## src/hw/llc_pkg.sv

```systemverilog
// Purpose: Shared constants and types for the limit latch controller.
// Assumes: APB with byte addresses; 32-bit data, one word per register.
// Notes: Process values, setpoint and alarm limits are signed 16-bit.
`default_nettype none
package llc_pkg;
    // Register byte offsets
    localparam logic [7:0] CTRL_OFS = 8'h00;
    localparam logic [7:0] SETPOINT_OFS = 8'h04;
    localparam logic [7:0] STATUS_OFS = 8'h08;
    localparam logic [7:0] INT_STATUS_OFS = 8'h0C;
    localparam logic [7:0] INT_MASK_OFS = 8'h10;
    localparam logic [7:0] DI_ASSIGN_OFS = 8'h14;
    localparam logic [7:0] ALM_CMD_OFS = 8'h18;
    localparam logic [7:0] ALM_BASE = 8'h20;
    localparam logic [7:0] ALM_STRIDE = 8'h10;
    localparam logic [7:0] ALM_CFG_OFS = 8'h00;
    localparam logic [7:0] ALM_LEVEL_OFS = 8'h04;
    localparam logic [7:0] ALM_DELAY_OFS = 8'h08;
    // Field positions
    localparam int CTRL_LOW_BIT = 0;
    localparam int CTRL_SRC_BIT = 1;
    localparam int INT_TRIP = 0;
    localparam int INT_ACCEPT = 1;
    localparam int INT_REFUSE = 2;
    localparam int INT_ALM_LSB = 3;
    localparam int ALM_CMD_REL_BIT = 0;
    localparam int ALM_N = 3;
    localparam int DI_N = 3;
    // Reset values
    localparam logic [1:0] CTRL_RST = 2'h0;
    localparam logic [15:0] SP_RST = 16'h0000;
    localparam logic [5:0] MASK_RST = 6'h00;
    localparam logic [11:0] DI_RST = 12'h000;
    // Timing: alarm delay and rate sampling tick
    localparam int CLK_NS = 4;
    localparam int TICK_NS = 1000000;
    localparam int TICK_CYCLES = TICK_NS / CLK_NS;
    // Alarm kinds
    typedef enum logic [3:0] {
        ALM_NONE, ALM_PV_HI, ALM_PV_LO, ALM_DEV_HI, ALM_DEV_LO,
        ALM_DEV_OUT, ALM_DEV_IN, ALM_RATE, ALM_DIAG, ALM_FAIL
    } llc_alm_kind_t;
    // Contact input functions
    typedef enum logic [3:0] {
        DI_NONE, DI_LATCH_REL, DI_PV_RED, DI_BACKLIGHT,
        DI_MSG1, DI_MSG2, DI_MSG3, DI_MSG4
    } llc_di_func_t;
    // One alarm setting
    typedef struct packed {
        logic [15:0] off_dly;
        logic [15:0] on_dly;
        logic [7:0] hyst;
        logic [15:0] limit;
        logic latch;
        logic standby;
        logic [3:0] kind;
    } llc_alm_cfg_t;
    // Live values that every alarm watches
    typedef struct packed {
        logic [15:0] pv;
        logic [15:0] sp;
        logic [15:0] rate;
        logic diag;
        logic fail;
    } llc_meas_t;
    // APB request and answer
    typedef struct packed {
        logic psel;
        logic penable;
        logic pwrite;
        logic [7:0] paddr;
        logic [31:0] pwdata;
    } llc_apb_req_t;
    typedef struct packed {
        logic pready;
        logic pslverr;
        logic [31:0] prdata;
    } llc_apb_rsp_t;
endpackage
`default_nettype wire

```

## src/hw/llc_alarm.sv

```systemverilog
// Purpose: One configurable alarm with stand-by, latch, hysteresis, delays.
// Assumes: tick is a one-cycle pulse; delays count ticks.
// Notes: Instantiated once per alarm by the limit controller.
`timescale 1ns/1ps
`default_nettype none
module llc_alarm (
    // Clock, reset, enable, timebase
    input wire logic core_clk,
    input wire logic sys_rst,
    input wire logic ce,
    input wire logic tick,
    // Setting and live values
    input wire llc_pkg::llc_alm_cfg_t cfg,
    input wire llc_pkg::llc_meas_t meas,
    input wire logic release_req,
    // Result level and its rising event
    output logic alarm,
    output logic fire
);
    import llc_pkg::*;

    // All state of one alarm
    typedef struct packed {
        logic raw;
        logic dly;
        logic [15:0] cnt;
        logic armed;
        logic latched;
        logic out;
        logic fire;
    } llc_alm_st_t;

    llc_alm_st_t st;
    llc_alm_st_t next_st;
    logic signed [17:0] pv_x;   // Widened to keep differences exact
    logic signed [17:0] dev;
    logic signed [17:0] dev_abs;
    logic signed [17:0] rate_abs;
    logic signed [17:0] lim;
    logic signed [17:0] hys;
    logic raw_now;              // Condition after hysteresis
    logic [15:0] wait_len;

    // Condition, delay filter, stand-by and latch
    always_comb begin
        next_st = st;
        pv_x = {{2{meas.pv[15]}}, meas.pv};
        dev = pv_x - {{2{meas.sp[15]}}, meas.sp};
        dev_abs = dev[17] ? -dev : dev;
        rate_abs = {{2{meas.rate[15]}}, meas.rate};
        rate_abs = rate_abs[17] ? -rate_abs : rate_abs;
        lim = {{2{cfg.limit[15]}}, cfg.limit};
        hys = {10'h000, cfg.hyst};
        wait_len = 16'h0000;
        // Once on, the alarm holds until the value backs off by hys
        // alarm kinds
        unique case (llc_alm_kind_t'(cfg.kind))
            ALM_NONE: raw_now = 1'b0;
            ALM_PV_HI: raw_now = st.raw ? pv_x > lim - hys : pv_x > lim;
            ALM_PV_LO: raw_now = st.raw ? pv_x < lim + hys : pv_x < lim;
            ALM_DEV_HI: raw_now = st.raw ? dev > lim - hys : dev > lim;
            ALM_DEV_LO: raw_now = st.raw ? dev < lim + hys : dev < lim;
            ALM_DEV_OUT: begin
                raw_now = st.raw ? dev_abs > lim - hys : dev_abs > lim;
            end
            ALM_DEV_IN: begin
                raw_now = st.raw ? dev_abs <= lim + hys : dev_abs <= lim;
            end
            ALM_RATE: begin
                raw_now = st.raw ? rate_abs > lim - hys : rate_abs > lim;
            end
            ALM_DIAG: raw_now = meas.diag;
            ALM_FAIL: raw_now = meas.fail;
            // Unused codes never alarm
            default: raw_now = 1'b0;
        endcase
        if (ce) begin
            next_st.raw = raw_now;
            wait_len = raw_now ? cfg.on_dly : cfg.off_dly;
            // on/off delay
            if (raw_now == st.dly) begin
                next_st.cnt = 16'h0000;
            end else if (st.cnt >= wait_len) begin
                next_st.dly = raw_now;
                next_st.cnt = 16'h0000;
            end else if (tick) begin
                next_st.cnt = st.cnt + 16'h0001;
            end
            // stand-by until first normal
            if (!cfg.standby || !next_st.dly) begin
                next_st.armed = 1'b0;
            end
            // forced-reset latch
            if (release_req) begin
                next_st.latched = 1'b0;
            end else if (cfg.latch && st.dly && !st.armed) begin
                next_st.latched = 1'b1;
            end
            next_st.out = (next_st.dly | next_st.latched) & ~next_st.armed;
            next_st.fire = next_st.out & ~st.out;
        end
    end

    // State register; stand-by starts armed after every reset
    always_ff @(posedge core_clk) begin
        if (sys_rst) begin
            st <= '{armed: 1'b1, default: '0};
        end else begin
            st <= next_st;
        end
    end

    assign alarm = st.out;
    assign fire = st.fire;
endmodule
`default_nettype wire

```

## src/hw/llc_top.sv

```systemverilog
// Purpose: Latching limit supervisor with three alarms and contact I/O.
// Assumes: All inputs synchronous to core_clk; APB slave, zero wait while ce is high.
// Notes: Relay output is high while the limit relay coil is energized.
//
// Contract
// One setpoint, high or low latching limit
// Limit crossed: exceeded on, trip on, relay off
// Back to normal: exceeded off, trip stays
// Trip clears only on operator confirmation
// Confirm from key or contact, selectable
// Confirm ignored while limit still exceeded
// Relay de-energized while trip is set
// Three independent alarms, each own output
// Stand-by, latch, hysteresis, on/off delays
// Alarm kinds: PV, deviation, rate, diagnosis, fail
// First input confirms; others assignable functions
// Low mode below, high mode above setpoint
// Confirm acts on rising edge only
//
// The APB register port and the register addresses were left to the implementer.
`timescale 1ns/1ps
`default_nettype none
module llc_top #(
    parameter int unsigned TICK_CYCLES = llc_pkg::TICK_CYCLES
) (
    // Clock, reset, enable
    input wire logic core_clk,
    input wire logic sys_rst,
    input wire logic ce,
    // Register bus
    input wire llc_pkg::llc_apb_req_t apb_req,
    output llc_pkg::llc_apb_rsp_t apb_rsp,
    // Measurement and health
    input wire logic signed [15:0] process_value,
    input wire logic diag_err,
    input wire logic input_fail,
    // Operator and contacts
    input wire logic confirm_key,
    input wire logic first_contact_input,
    input wire logic [2:0] contact_in,
    // Lamps and relays
    output logic exceeded_lamp,
    output logic trip_lamp,
    output logic relay_energize,
    output logic [2:0] alarm_out,
    // Display controls and interrupt
    output logic pv_red,
    output logic backlight_on,
    output logic [3:0] msg_show,
    output logic irq
);
    import llc_pkg::*;

    // All state of the controller
    typedef struct packed {
        logic exceeded;
        logic trip;
        logic relay;
        logic conf_prev;
        logic [1:0] ctrl;
        logic signed [15:0] sp;
        logic [5:0] int_sts;
        logic [5:0] int_mask;
        logic [11:0] di_assign;
        llc_alm_cfg_t [2:0] alm;
        logic rel_pulse;
        logic [2:0] di_prev;
        logic [31:0] tick_cnt;
        logic tick;
        logic [15:0] pv_prev;
        logic [15:0] rate;
        logic pv_red;
        logic backlight_on;
        logic [3:0] msg_show;
        logic [31:0] prdata;
        logic irq;
    } llc_st_t;

    localparam llc_st_t ST_RST = '{ctrl: CTRL_RST, sp: SP_RST,
        int_mask: MASK_RST, di_assign: DI_RST, relay: 1'b1,
        backlight_on: 1'b1, default: '0};

    llc_st_t st;
    llc_st_t next_st;
    llc_meas_t meas;
    logic [2:0] alm_fire;      // One-cycle alarm events
    logic exceed_now;          // Limit condition this cycle
    logic conf_lvl;            // Selected confirm source
    logic conf_rise;
    logic [5:0] ev;            // Interrupt events
    logic [2:0] di_rise;
    logic bus_setup;
    logic bus_wr;
    logic rd_hit;
    logic [31:0] rd_data;

    // Address of one alarm register
    function automatic logic [7:0] alm_addr(input logic [1:0] n,
                                            input logic [7:0] ofs);
        return 8'(ALM_BASE + ALM_STRIDE * {6'h00, n} + ofs);
    endfunction

    // True when any contact assigned to fn is high in lvl
    function automatic logic di_hit(input logic [11:0] asg,
                                    input logic [2:0] lvl,
                                    input logic [3:0] fn);
        logic hit;
        hit = 1'b0;
        for (int i = 0; i < DI_N; i++) begin
            hit = hit | (lvl[i] && (asg[4*i +: 4] == fn));
        end
        return hit;
    endfunction

    // limit direction by mode
    assign exceed_now = st.ctrl[CTRL_LOW_BIT] ? (process_value < st.sp)
                                              : (process_value > st.sp);
    // confirm source select
    // first contact fixed to confirm
    assign conf_lvl = st.ctrl[CTRL_SRC_BIT] ? first_contact_input
                                            : confirm_key;
    // edge, not level
    assign conf_rise = conf_lvl & ~st.conf_prev;
    assign di_rise = contact_in & ~st.di_prev;

    // Bus phases; a frozen block stalls the bus instead of dropping writes
    assign bus_setup = apb_req.psel & ~apb_req.penable;
    assign bus_wr = ce & apb_req.psel & apb_req.penable & apb_req.pwrite
                    & rd_hit;

    // Read decode; also tells which addresses exist
    always_comb begin
        rd_hit = 1'b1;
        rd_data = 32'h0000_0000;
        unique case (apb_req.paddr)
            CTRL_OFS: rd_data = {30'h0000_0000, st.ctrl};
            SETPOINT_OFS: rd_data = {16'h0000, st.sp};
            STATUS_OFS: begin
                rd_data = {process_value, 10'h000, alarm_out,
                           st.relay, st.trip, st.exceeded};
            end
            INT_STATUS_OFS: rd_data = {26'h000_0000, st.int_sts};
            INT_MASK_OFS: rd_data = {26'h000_0000, st.int_mask};
            DI_ASSIGN_OFS: rd_data = {20'h0_0000, st.di_assign};
            // Command register reads back zero
            ALM_CMD_OFS: rd_data = 32'h0000_0000;
            default: rd_hit = 1'b0;
        endcase
        for (int n = 0; n < ALM_N; n++) begin
            if (apb_req.paddr == alm_addr(2'(n), ALM_CFG_OFS)) begin
                rd_hit = 1'b1;
                rd_data = {26'h000_0000, st.alm[n].latch,
                           st.alm[n].standby, st.alm[n].kind};
            end
            if (apb_req.paddr == alm_addr(2'(n), ALM_LEVEL_OFS)) begin
                rd_hit = 1'b1;
                rd_data = {8'h00, st.alm[n].hyst, st.alm[n].limit};
            end
            if (apb_req.paddr == alm_addr(2'(n), ALM_DELAY_OFS)) begin
                rd_hit = 1'b1;
                rd_data = {st.alm[n].off_dly, st.alm[n].on_dly};
            end
        end
    end

    // Next state: limit latch, contacts, timebase, registers
    always_comb begin
        next_st = st;
        ev = 6'h00;
        if (ce) begin
            // Timebase for alarm delays and rate sampling
            next_st.tick = 1'b0;
            if (st.tick_cnt == 32'(TICK_CYCLES - 1)) begin
                next_st.tick_cnt = 32'h0000_0000;
                next_st.tick = 1'b1;
                next_st.pv_prev = process_value;
                next_st.rate = 16'(process_value - st.pv_prev);
            end else begin
                next_st.tick_cnt = st.tick_cnt + 32'h0000_0001;
            end
            // exceeded follows limit
            next_st.exceeded = exceed_now;
            next_st.conf_prev = conf_lvl;
            // set trip; wins over confirm
            // confirm only when normal
            if (exceed_now) begin
                next_st.trip = 1'b1;
            end else if (conf_rise) begin
                next_st.trip = 1'b0;
            end
            // relay off while tripped
            next_st.relay = ~next_st.trip;
            ev[INT_TRIP] = exceed_now & ~st.trip;
            ev[INT_ACCEPT] = conf_rise & ~exceed_now & st.trip;
            ev[INT_REFUSE] = conf_rise & exceed_now;
            ev[INT_ALM_LSB +: ALM_N] = alm_fire;
            // assignable contact functions
            next_st.di_prev = contact_in;
            next_st.pv_red = di_hit(st.di_assign, contact_in, DI_PV_RED);
            next_st.backlight_on = ~di_hit(st.di_assign, contact_in,
                                           DI_BACKLIGHT);
            next_st.msg_show = {
                di_hit(st.di_assign, contact_in, DI_MSG4),
                di_hit(st.di_assign, contact_in, DI_MSG3),
                di_hit(st.di_assign, contact_in, DI_MSG2),
                di_hit(st.di_assign, contact_in, DI_MSG1)};
            next_st.rel_pulse = di_hit(st.di_assign, di_rise,
                                       DI_LATCH_REL);
            // Read data is caught in the setup cycle
            if (bus_setup) begin
                next_st.prdata = rd_data;
            end
            // Register writes at the access edge
            if (bus_wr) begin
                unique case (apb_req.paddr)
                    CTRL_OFS: next_st.ctrl = apb_req.pwdata[1:0];
                    SETPOINT_OFS: next_st.sp = apb_req.pwdata[15:0];
                    INT_MASK_OFS: next_st.int_mask = apb_req.pwdata[5:0];
                    DI_ASSIGN_OFS: begin
                        next_st.di_assign = apb_req.pwdata[11:0];
                    end
                    ALM_CMD_OFS: begin
                        next_st.rel_pulse = next_st.rel_pulse
                            | apb_req.pwdata[ALM_CMD_REL_BIT];
                    end
                    // Interrupt status clears and alarm registers load below; STATUS read-only
                    default: next_st.ctrl = st.ctrl;
                endcase
                for (int n = 0; n < ALM_N; n++) begin
                    if (apb_req.paddr == alm_addr(2'(n), ALM_CFG_OFS)) begin
                        next_st.alm[n].kind = apb_req.pwdata[3:0];
                        next_st.alm[n].standby = apb_req.pwdata[4];
                        next_st.alm[n].latch = apb_req.pwdata[5];
                    end
                    if (apb_req.paddr == alm_addr(2'(n), ALM_LEVEL_OFS)) begin
                        next_st.alm[n].limit = apb_req.pwdata[15:0];
                        next_st.alm[n].hyst = apb_req.pwdata[23:16];
                    end
                    if (apb_req.paddr == alm_addr(2'(n), ALM_DELAY_OFS)) begin
                        next_st.alm[n].on_dly = apb_req.pwdata[15:0];
                        next_st.alm[n].off_dly = apb_req.pwdata[31:16];
                    end
                end
            end
            // Write-one-to-clear; a same-cycle event wins
            if (bus_wr && apb_req.paddr == INT_STATUS_OFS) begin
                next_st.int_sts = st.int_sts & ~apb_req.pwdata[5:0];
            end
            next_st.int_sts = next_st.int_sts | ev;
            next_st.irq = |(next_st.int_sts & next_st.int_mask);
        end
    end

    // State register
    always_ff @(posedge core_clk) begin
        if (sys_rst) begin
            st <= ST_RST;
        end else begin
            st <= next_st;
        end
    end

    // Live values shared by the alarms
    assign meas = '{pv: process_value, sp: st.sp, rate: st.rate,
                    diag: diag_err, fail: input_fail};

    // three independent alarms
    for (genvar g = 0; g < ALM_N; g++) begin : g_alm
        llc_alarm u_alm (
            .core_clk(core_clk),
            .sys_rst(sys_rst),
            .ce(ce),
            .tick(st.tick),
            .cfg(st.alm[g]),
            .meas(meas),
            .release_req(st.rel_pulse),
            .alarm(alarm_out[g]),
            .fire(alm_fire[g])
        );
    end

    // Outputs
    assign exceeded_lamp = st.exceeded;
    assign trip_lamp = st.trip;
    assign relay_energize = st.relay;
    assign pv_red = st.pv_red;
    assign backlight_on = st.backlight_on;
    assign msg_show = st.msg_show;
    assign irq = st.irq;
    assign apb_rsp = '{pready: ce, pslverr: apb_req.psel & ~rd_hit,
                       prdata: st.prdata};
endmodule
`default_nettype wire

```

## config.mk

```make
export PLATFORM = sky130hd
export DESIGN_NAME = llc_top
export DESIGN_NICKNAME = d
export VERILOG_FILES = /design/src/hw/llc_pkg.sv /design/src/hw/llc_alarm.sv /design/src/hw/llc_top.sv
export SDC_FILE = /design/constraint.sdc
export NUM_CORES = 2
export LEC_CHECK = 0
export ABC_AREA = 1
export BUFFER_PORTS_ARGS = -buffer_cell sky130_fd_sc_hd__buf_2
export CAP_MARGIN = 20
export CELL_PAD_IN_SITES_DETAIL_PLACEMENT = 1
export CELL_PAD_IN_SITES_GLOBAL_PLACEMENT = 2
export CORE_MARGIN = 5
export CORE_UTILIZATION = 40
export DETAILED_ROUTE_END_ITERATION = 12
export GPL_ROUTABILITY_DRIVEN = 1
export PLACE_DENSITY = 0.88
export SYNTH_ARGS = -nofsm -noshare
export SYNTH_HDL_FRONTEND = slang
export SYNTH_SLANG_ARGS = --single-unit
```

## constraint.sdc

```tcl
create_clock -name core_clk -period 33.5 [get_ports core_clk]
set_input_delay 10.05 -clock core_clk [delete_from_list [all_inputs] [get_ports core_clk]]
set_output_delay 10.05 -clock core_clk [all_outputs]
set_load 0.05 [all_outputs]
```

==> results.md, run 1 <==
- Vias in the first global route: 38500
- Cells after Synth: 5441
- GPL Wtd Cong: 0.980
- Async SR Flop Fraction: 0
- Grt total ovfl: 0
- Mapped cell area: 37900 µm²
- Initial antenna violation count: 9
- Initial Utilization: 0.401
- Register area share after synthesis: 0.214
- First-pass GRT wire length: 249 mm
- Number of setup buffers added after CTS: 0
- Die W: 318 µm
- Largest net degree at the start of global routing: 155
- Failing step: detailed routing
- HPWL after DPL: 131 mm
- I/O Pins: 116
- Clock Sinks: 406
- CTS buffer count: 45
- Root buf cell: clkbuf_16
- CTS max path bufs: 3
- Die span in y: 318 µm
- Ys flop type: dfxtp_1
- Num rows: 113
- # hold bufs at CTS: 0
- Cts repair resizes: 0
- EDFF count, synth: 0
- Warnings from Yosys: 0
- First error: Error: net195 14 pin not visited #guides = 109
- Port bufs: 115
- Mapped Avg Cell Area: 6.97 µm²
- Synth cell types: 67
- Total track usage: 0.321
- #FFs+latches synth: 406
- Status: did not finish
- CTS H-Tree Depth: 2
[per-layer routing]
layer	track usage
met1	0.430
met2	0.514
met3	0.0382
met4	0.160
met5	0
[Yosys cell counts (86+ instances only)]
cell	count	area, µm²
ha_1	690	8630
a21oi_1	627	3140
clkbuf_1	144	541
inv_1	673	2530
nor3_1	118	591
nand3_1	229	1150
nand2_1	852	3200
nor2_1	418	1570
o21ai_0	492	2460
dfxtp_1	406	8130
xor2_1	127	1110
nand4_1	86	538
[cell families after synthesis]
| family | count (synthesis) | synth area share |
|---|---|---|
| flops | 406 | 0.214 |
| xor+xnor | 151 | 0.0353 |
| compound gates | 1442 | 0.211 |
| other cells | 1 | 0.0000989 |
| buf+inv | 908 | 0.0955 |
| simple gates | 1834 | 0.211 |
| fa+ha+maj | 698 | 0.232 |
| mux | 1 | 0.000264 |
[metrics by stage]
stage	instances	setup WS (ns)	instance area, µm²	hold slack (ns)	utilization
after floorplan	5455	12.00	38000	0.430	-
after global placement	6692	11.81	39700	0.441	0.420
after detailed placement	6692	11.75	39700	0.453	0.420
after CTS	6774	11.74	41200	0.463	0.435
after global routing	6774	11.54	41200	0.483	0.435
==> run 2, diff against run 1 <==
--- a/config.mk
+++ b/config.mk
@@ -8,13 +8,11 @@
 export ABC_AREA = 1
 export BUFFER_PORTS_ARGS = -buffer_cell sky130_fd_sc_hd__buf_2
 export CAP_MARGIN = 20
-export CELL_PAD_IN_SITES_DETAIL_PLACEMENT = 1
-export CELL_PAD_IN_SITES_GLOBAL_PLACEMENT = 2
 export CORE_MARGIN = 5
-export CORE_UTILIZATION = 40
+export CORE_UTILIZATION = 25
 export DETAILED_ROUTE_END_ITERATION = 12
 export GPL_ROUTABILITY_DRIVEN = 1
-export PLACE_DENSITY = 0.88
+export PLACE_DENSITY_LB_ADDON = 0.15
 export SYNTH_ARGS = -nofsm -noshare
 export SYNTH_HDL_FRONTEND = slang
 export SYNTH_SLANG_ARGS = --single-unit
==> run 2 against run 1 <==
Effect of this change:
- the run now ends clean
- area after synthesis unchanged
- global-route usage decreased by 9.8 points
- synthesized cell count unchanged
==> results.md, run 2 <==
- # setup viols final: 0
- Clk_skew: 0.0357 ns
- Total track usage: 0.223 (was 0.321)
- Pwr per Cell Area: 34.1 nW/µm²
- First-pass GRT wire length: 259 mm (was 249 mm)
- Register area: 8130 µm²
- Hold Crit Start: st[225]$_SDFFE_PP0P_
- Top reg by flops: st
- Worst hold path class: flop to flop
- CP bufs+invs: 4
- Top flop regs: st: 266 flops, g_alm.u_alm.st: 60 flops
- Critical Path Start Type: input pin
- Maximum vdd drop: 0.0381 mV
- Min Tclk post-route: 21.73 ns
- Multi-input logic area: 26400 µm²
- Slowest cell on crit path: nor2_1
- Mapped cell area: 37900 µm² (unchanged)
- Cells after Synth: 5441 (unchanged)
- Register area share after synthesis: 0.214 (unchanged)
- Setup Crit Path Kind: input pin to output pin
- Number of setup buffers added after CTS: 0 (unchanged)
- Critical path arrival: 11.68 ns
- PnR worst setup slack: 11.77 ns
- Layout cells sized above 1: 0.0721
- CTS max path bufs: 3 (unchanged)
- Wirelength per Cell: 24.3 µm
- R2R cell count: 46
- Commonest cells after routing, fill and taps aside: nand2_1 (849), ha_1 (690), inv_1 (671)
- Clock Sinks: 406 (unchanged)
- Port bufs: 115 (unchanged)
- Root buf cell: clkbuf_16 (unchanged)
- Die span in y: 399 µm (was 318 µm)
- Slew @ Worst Pin: 1.20 ns
- RSZ-0062 raised after global routing: false
- Synth cell types: 67 (unchanged)
- Most common cell in the synthesized netlist: nand2_1 (unchanged)
- Critical path required time: 23.45 ns
- Commonest non-fill, non-tap cell in the layout: nand2_1
- HPWL after DPL: 138 mm (was 131 mm)
- Num rows: 143 (was 113)
- TNS Setup: 0 ns
- Final Hold Fails: 0
- Final Cycle Share: 0.649
- Post-layout nets: 6264
- Critical path origin: apb_req[33]
- Worst setup EP type: output pin
- CTS H-Tree Depth: 2 (unchanged)
- Core area: 151000 µm²
- Fmax achieved: 46.0 MHz
- Met1 Use GR: 0.306 (was 0.430)
- Slew HR: 0.202
- Dpl cells: 7476 (was 6692)
- Clk pin slew, worst setup/hold paths: 0.06 ns
- Worst-path maximum fanout: 5
- Slowest cell delay on critical path: 0.48 ns
- Max reg flops: 266
- Initial DRT Pass Iterations: 6
- FF-to-FF setup slack: 22.96 ns
- Status: complete, no violations (was did not finish)
- Ys flop type: dfxtp_1 (unchanged)
- Grt total ovfl: 0 (unchanged)
- Final Max Tran Viols: 0
- Static Leakage: 18.1 nW
- Initial Utilization: 0.251 (was 0.401)
- #FFs+latches synth: 406 (unchanged)
- Layout Cells excl Fill: 7567
- DR vias: 38100
- CP Capture Point: apb_rsp[32]
- Family with the most delay on the worst path: simple AND/OR/NAND/NOR gates
- Warnings from Yosys: 0 (unchanged)
- GRT met2 Usage: 0.362 (was 0.514)
- Initial drt markers: 3390
- Biggest area consumer among synthesized cells: ha_1 (unchanged)
- GRT Max-Usage Layer: met2 (unchanged)
- EDFF count, synth: 0 (unchanged)
- Vias in the first global route: 35200 (was 38500)
- # hold bufs at CTS: 0 (unchanged)
- Cts repair resizes: 0 (unchanged)
- I/O Pins: 116 (unchanged)
- Routed Antenna Nets: 0
- Max cap viols: 0
- Die W: 399 µm (was 318 µm)
- Initial antenna violation count: 12 (was 9)
- GPL Wtd Cong: 0.930 (was 0.980)
- Reg-to-reg startpoint: st[131]$_SDFFE_PP0P_
- CP cell instances: buf_2, nor2_1, inv_1, nor3_1, inv_1, nor2_1, a21oi_1, o2111ai_1, nor2_1, buf_2
- # fillers: 16900
- Die area: 160000 µm²
- Async SR Flop Fraction: 0 (unchanged)
- Pre-CTS worst setup slack: 11.73 ns (was 11.75 ns)
- Clock latency on the worst-skew pair: 0.63 ns
- Area grow syn2layout: 12.2%
- # DRC: 0
- Via density per instance: 5.03
- Final wirelength: 184 mm
- Critical path depth in cells: 10
- TritonCTS clock tree: yes
- CTS buffer count: 48 (was 45)
- Synth top area cells: ha_1 (23%), dfxtp_1 (21%), nand2_1 (8.4%) (unchanged)
- Worst reg2reg endpoint: g_alm[0].u_alm.st[8]$_SDFFE_PP0P_
- Cell mode on critical path: nor2_1
- Synth top area share: 0.228 (unchanged)
- Synth top cells by count: nand2_1 (852), ha_1 (690), inv_1 (673), a21oi_1 (627), o21ai_0 (492) (unchanged)
- GR Layer Usage met3: 0.0221 (was 0.0382)
- Mapped Avg Cell Area: 6.97 µm² (unchanged)
- Hold Slack: 0.459 ns
- Largest net degree at the start of global routing: 105 (was 155)
-- run 2: cell counts after synthesis --
No cell type changed its count.
-- run 2: tightest hold or removal path: stages (launching register included) --
cell	delay [ns]
dfxtp_1	0.32
inv_1	0.05
a21oi_1	0.05
-- run 2: cells by family (layout without fill, tap and decap cells) --
logic type	after synthesis	count (layout)	share of synthesized area
AOI/OAI and AO/OA	1442	1442	0.211
xor gates and xnor gates	151	151	0.0353
adders and majority gates	698	698	0.232
buffers and inverters	908	987	0.0955
DFF	406	406	0.214
muxes	1	1	0.000264
other	1	18	0.0000989
and+or+nand+nor	1834	1834	0.211
-- run 2: worst min path at each step --
stage | endpoint | slack [ns] | cells past startpoint
finish | st[225]$_SDFFE_PP0P_ | 0.46 | 2
CTS | st[225]$_SDFFE_PP0P_ | 0.46 | 2
detailed placement | st[231]$_SDFFE_PP0P_ | 0.45 | 2
floorplan | st[225]$_SDFFE_PP0P_ | 0.43 | 2
global route | g_alm[1].u_alm.st[2]$_SDFFE_PP0P_ | 0.48 | 2
global placement | st[225]$_SDFFE_PP0P_ | 0.44 | 2
-- run 2: through the flow --
stage	total power [mW]	cell area [µm²]	utilization
2_1_floorplan	0.743	38000	-
3_3_place_gp	0.877	40900	0.270
3_5_place_dp	0.882	40900	0.270
4_1_cts	1.46	42500	0.281
5_1_grt	1.53	42500	0.281
6_report	1.45	42500	0.281
-- run 2: metal layers --
| layer | part of all wire | routed length, µm |
|---|---|---|
| met3 | 0.050 | 9270 |
| met4 | 0.044 | 8180 |
| met2 | 0.44 | 81700 |
| met5 | 0.000038 | 7 |
| met1 | 0.46 | 84800 |
-- run 2: final cells by class --
type | instances | share of cell area
Tap cell | 2030 | 0.0597
Sequential cell | 406 | 0.191
Antenna cell | 3 | 0.000176
Clock inverter | 25 | 0.00759
Timing Repair Buffer | 197 | 0.0279
Multi-Input combinational cell | 4141 | 0.620
Inverter | 703 | 0.0624
Clock buffer | 62 | 0.0316
-- run 2: where the power goes --
group / internal, mW / switching [mW] / leakage [nW]
combinational: 0.117 / 0.255 / 14.0
sequential: 0.492 / 0.0112 / 3.29
clock: 0.338 / 0.239 / 0.826
total: 0.946 / 0.506 / 18.1
(Power assumes the default switching activity.)
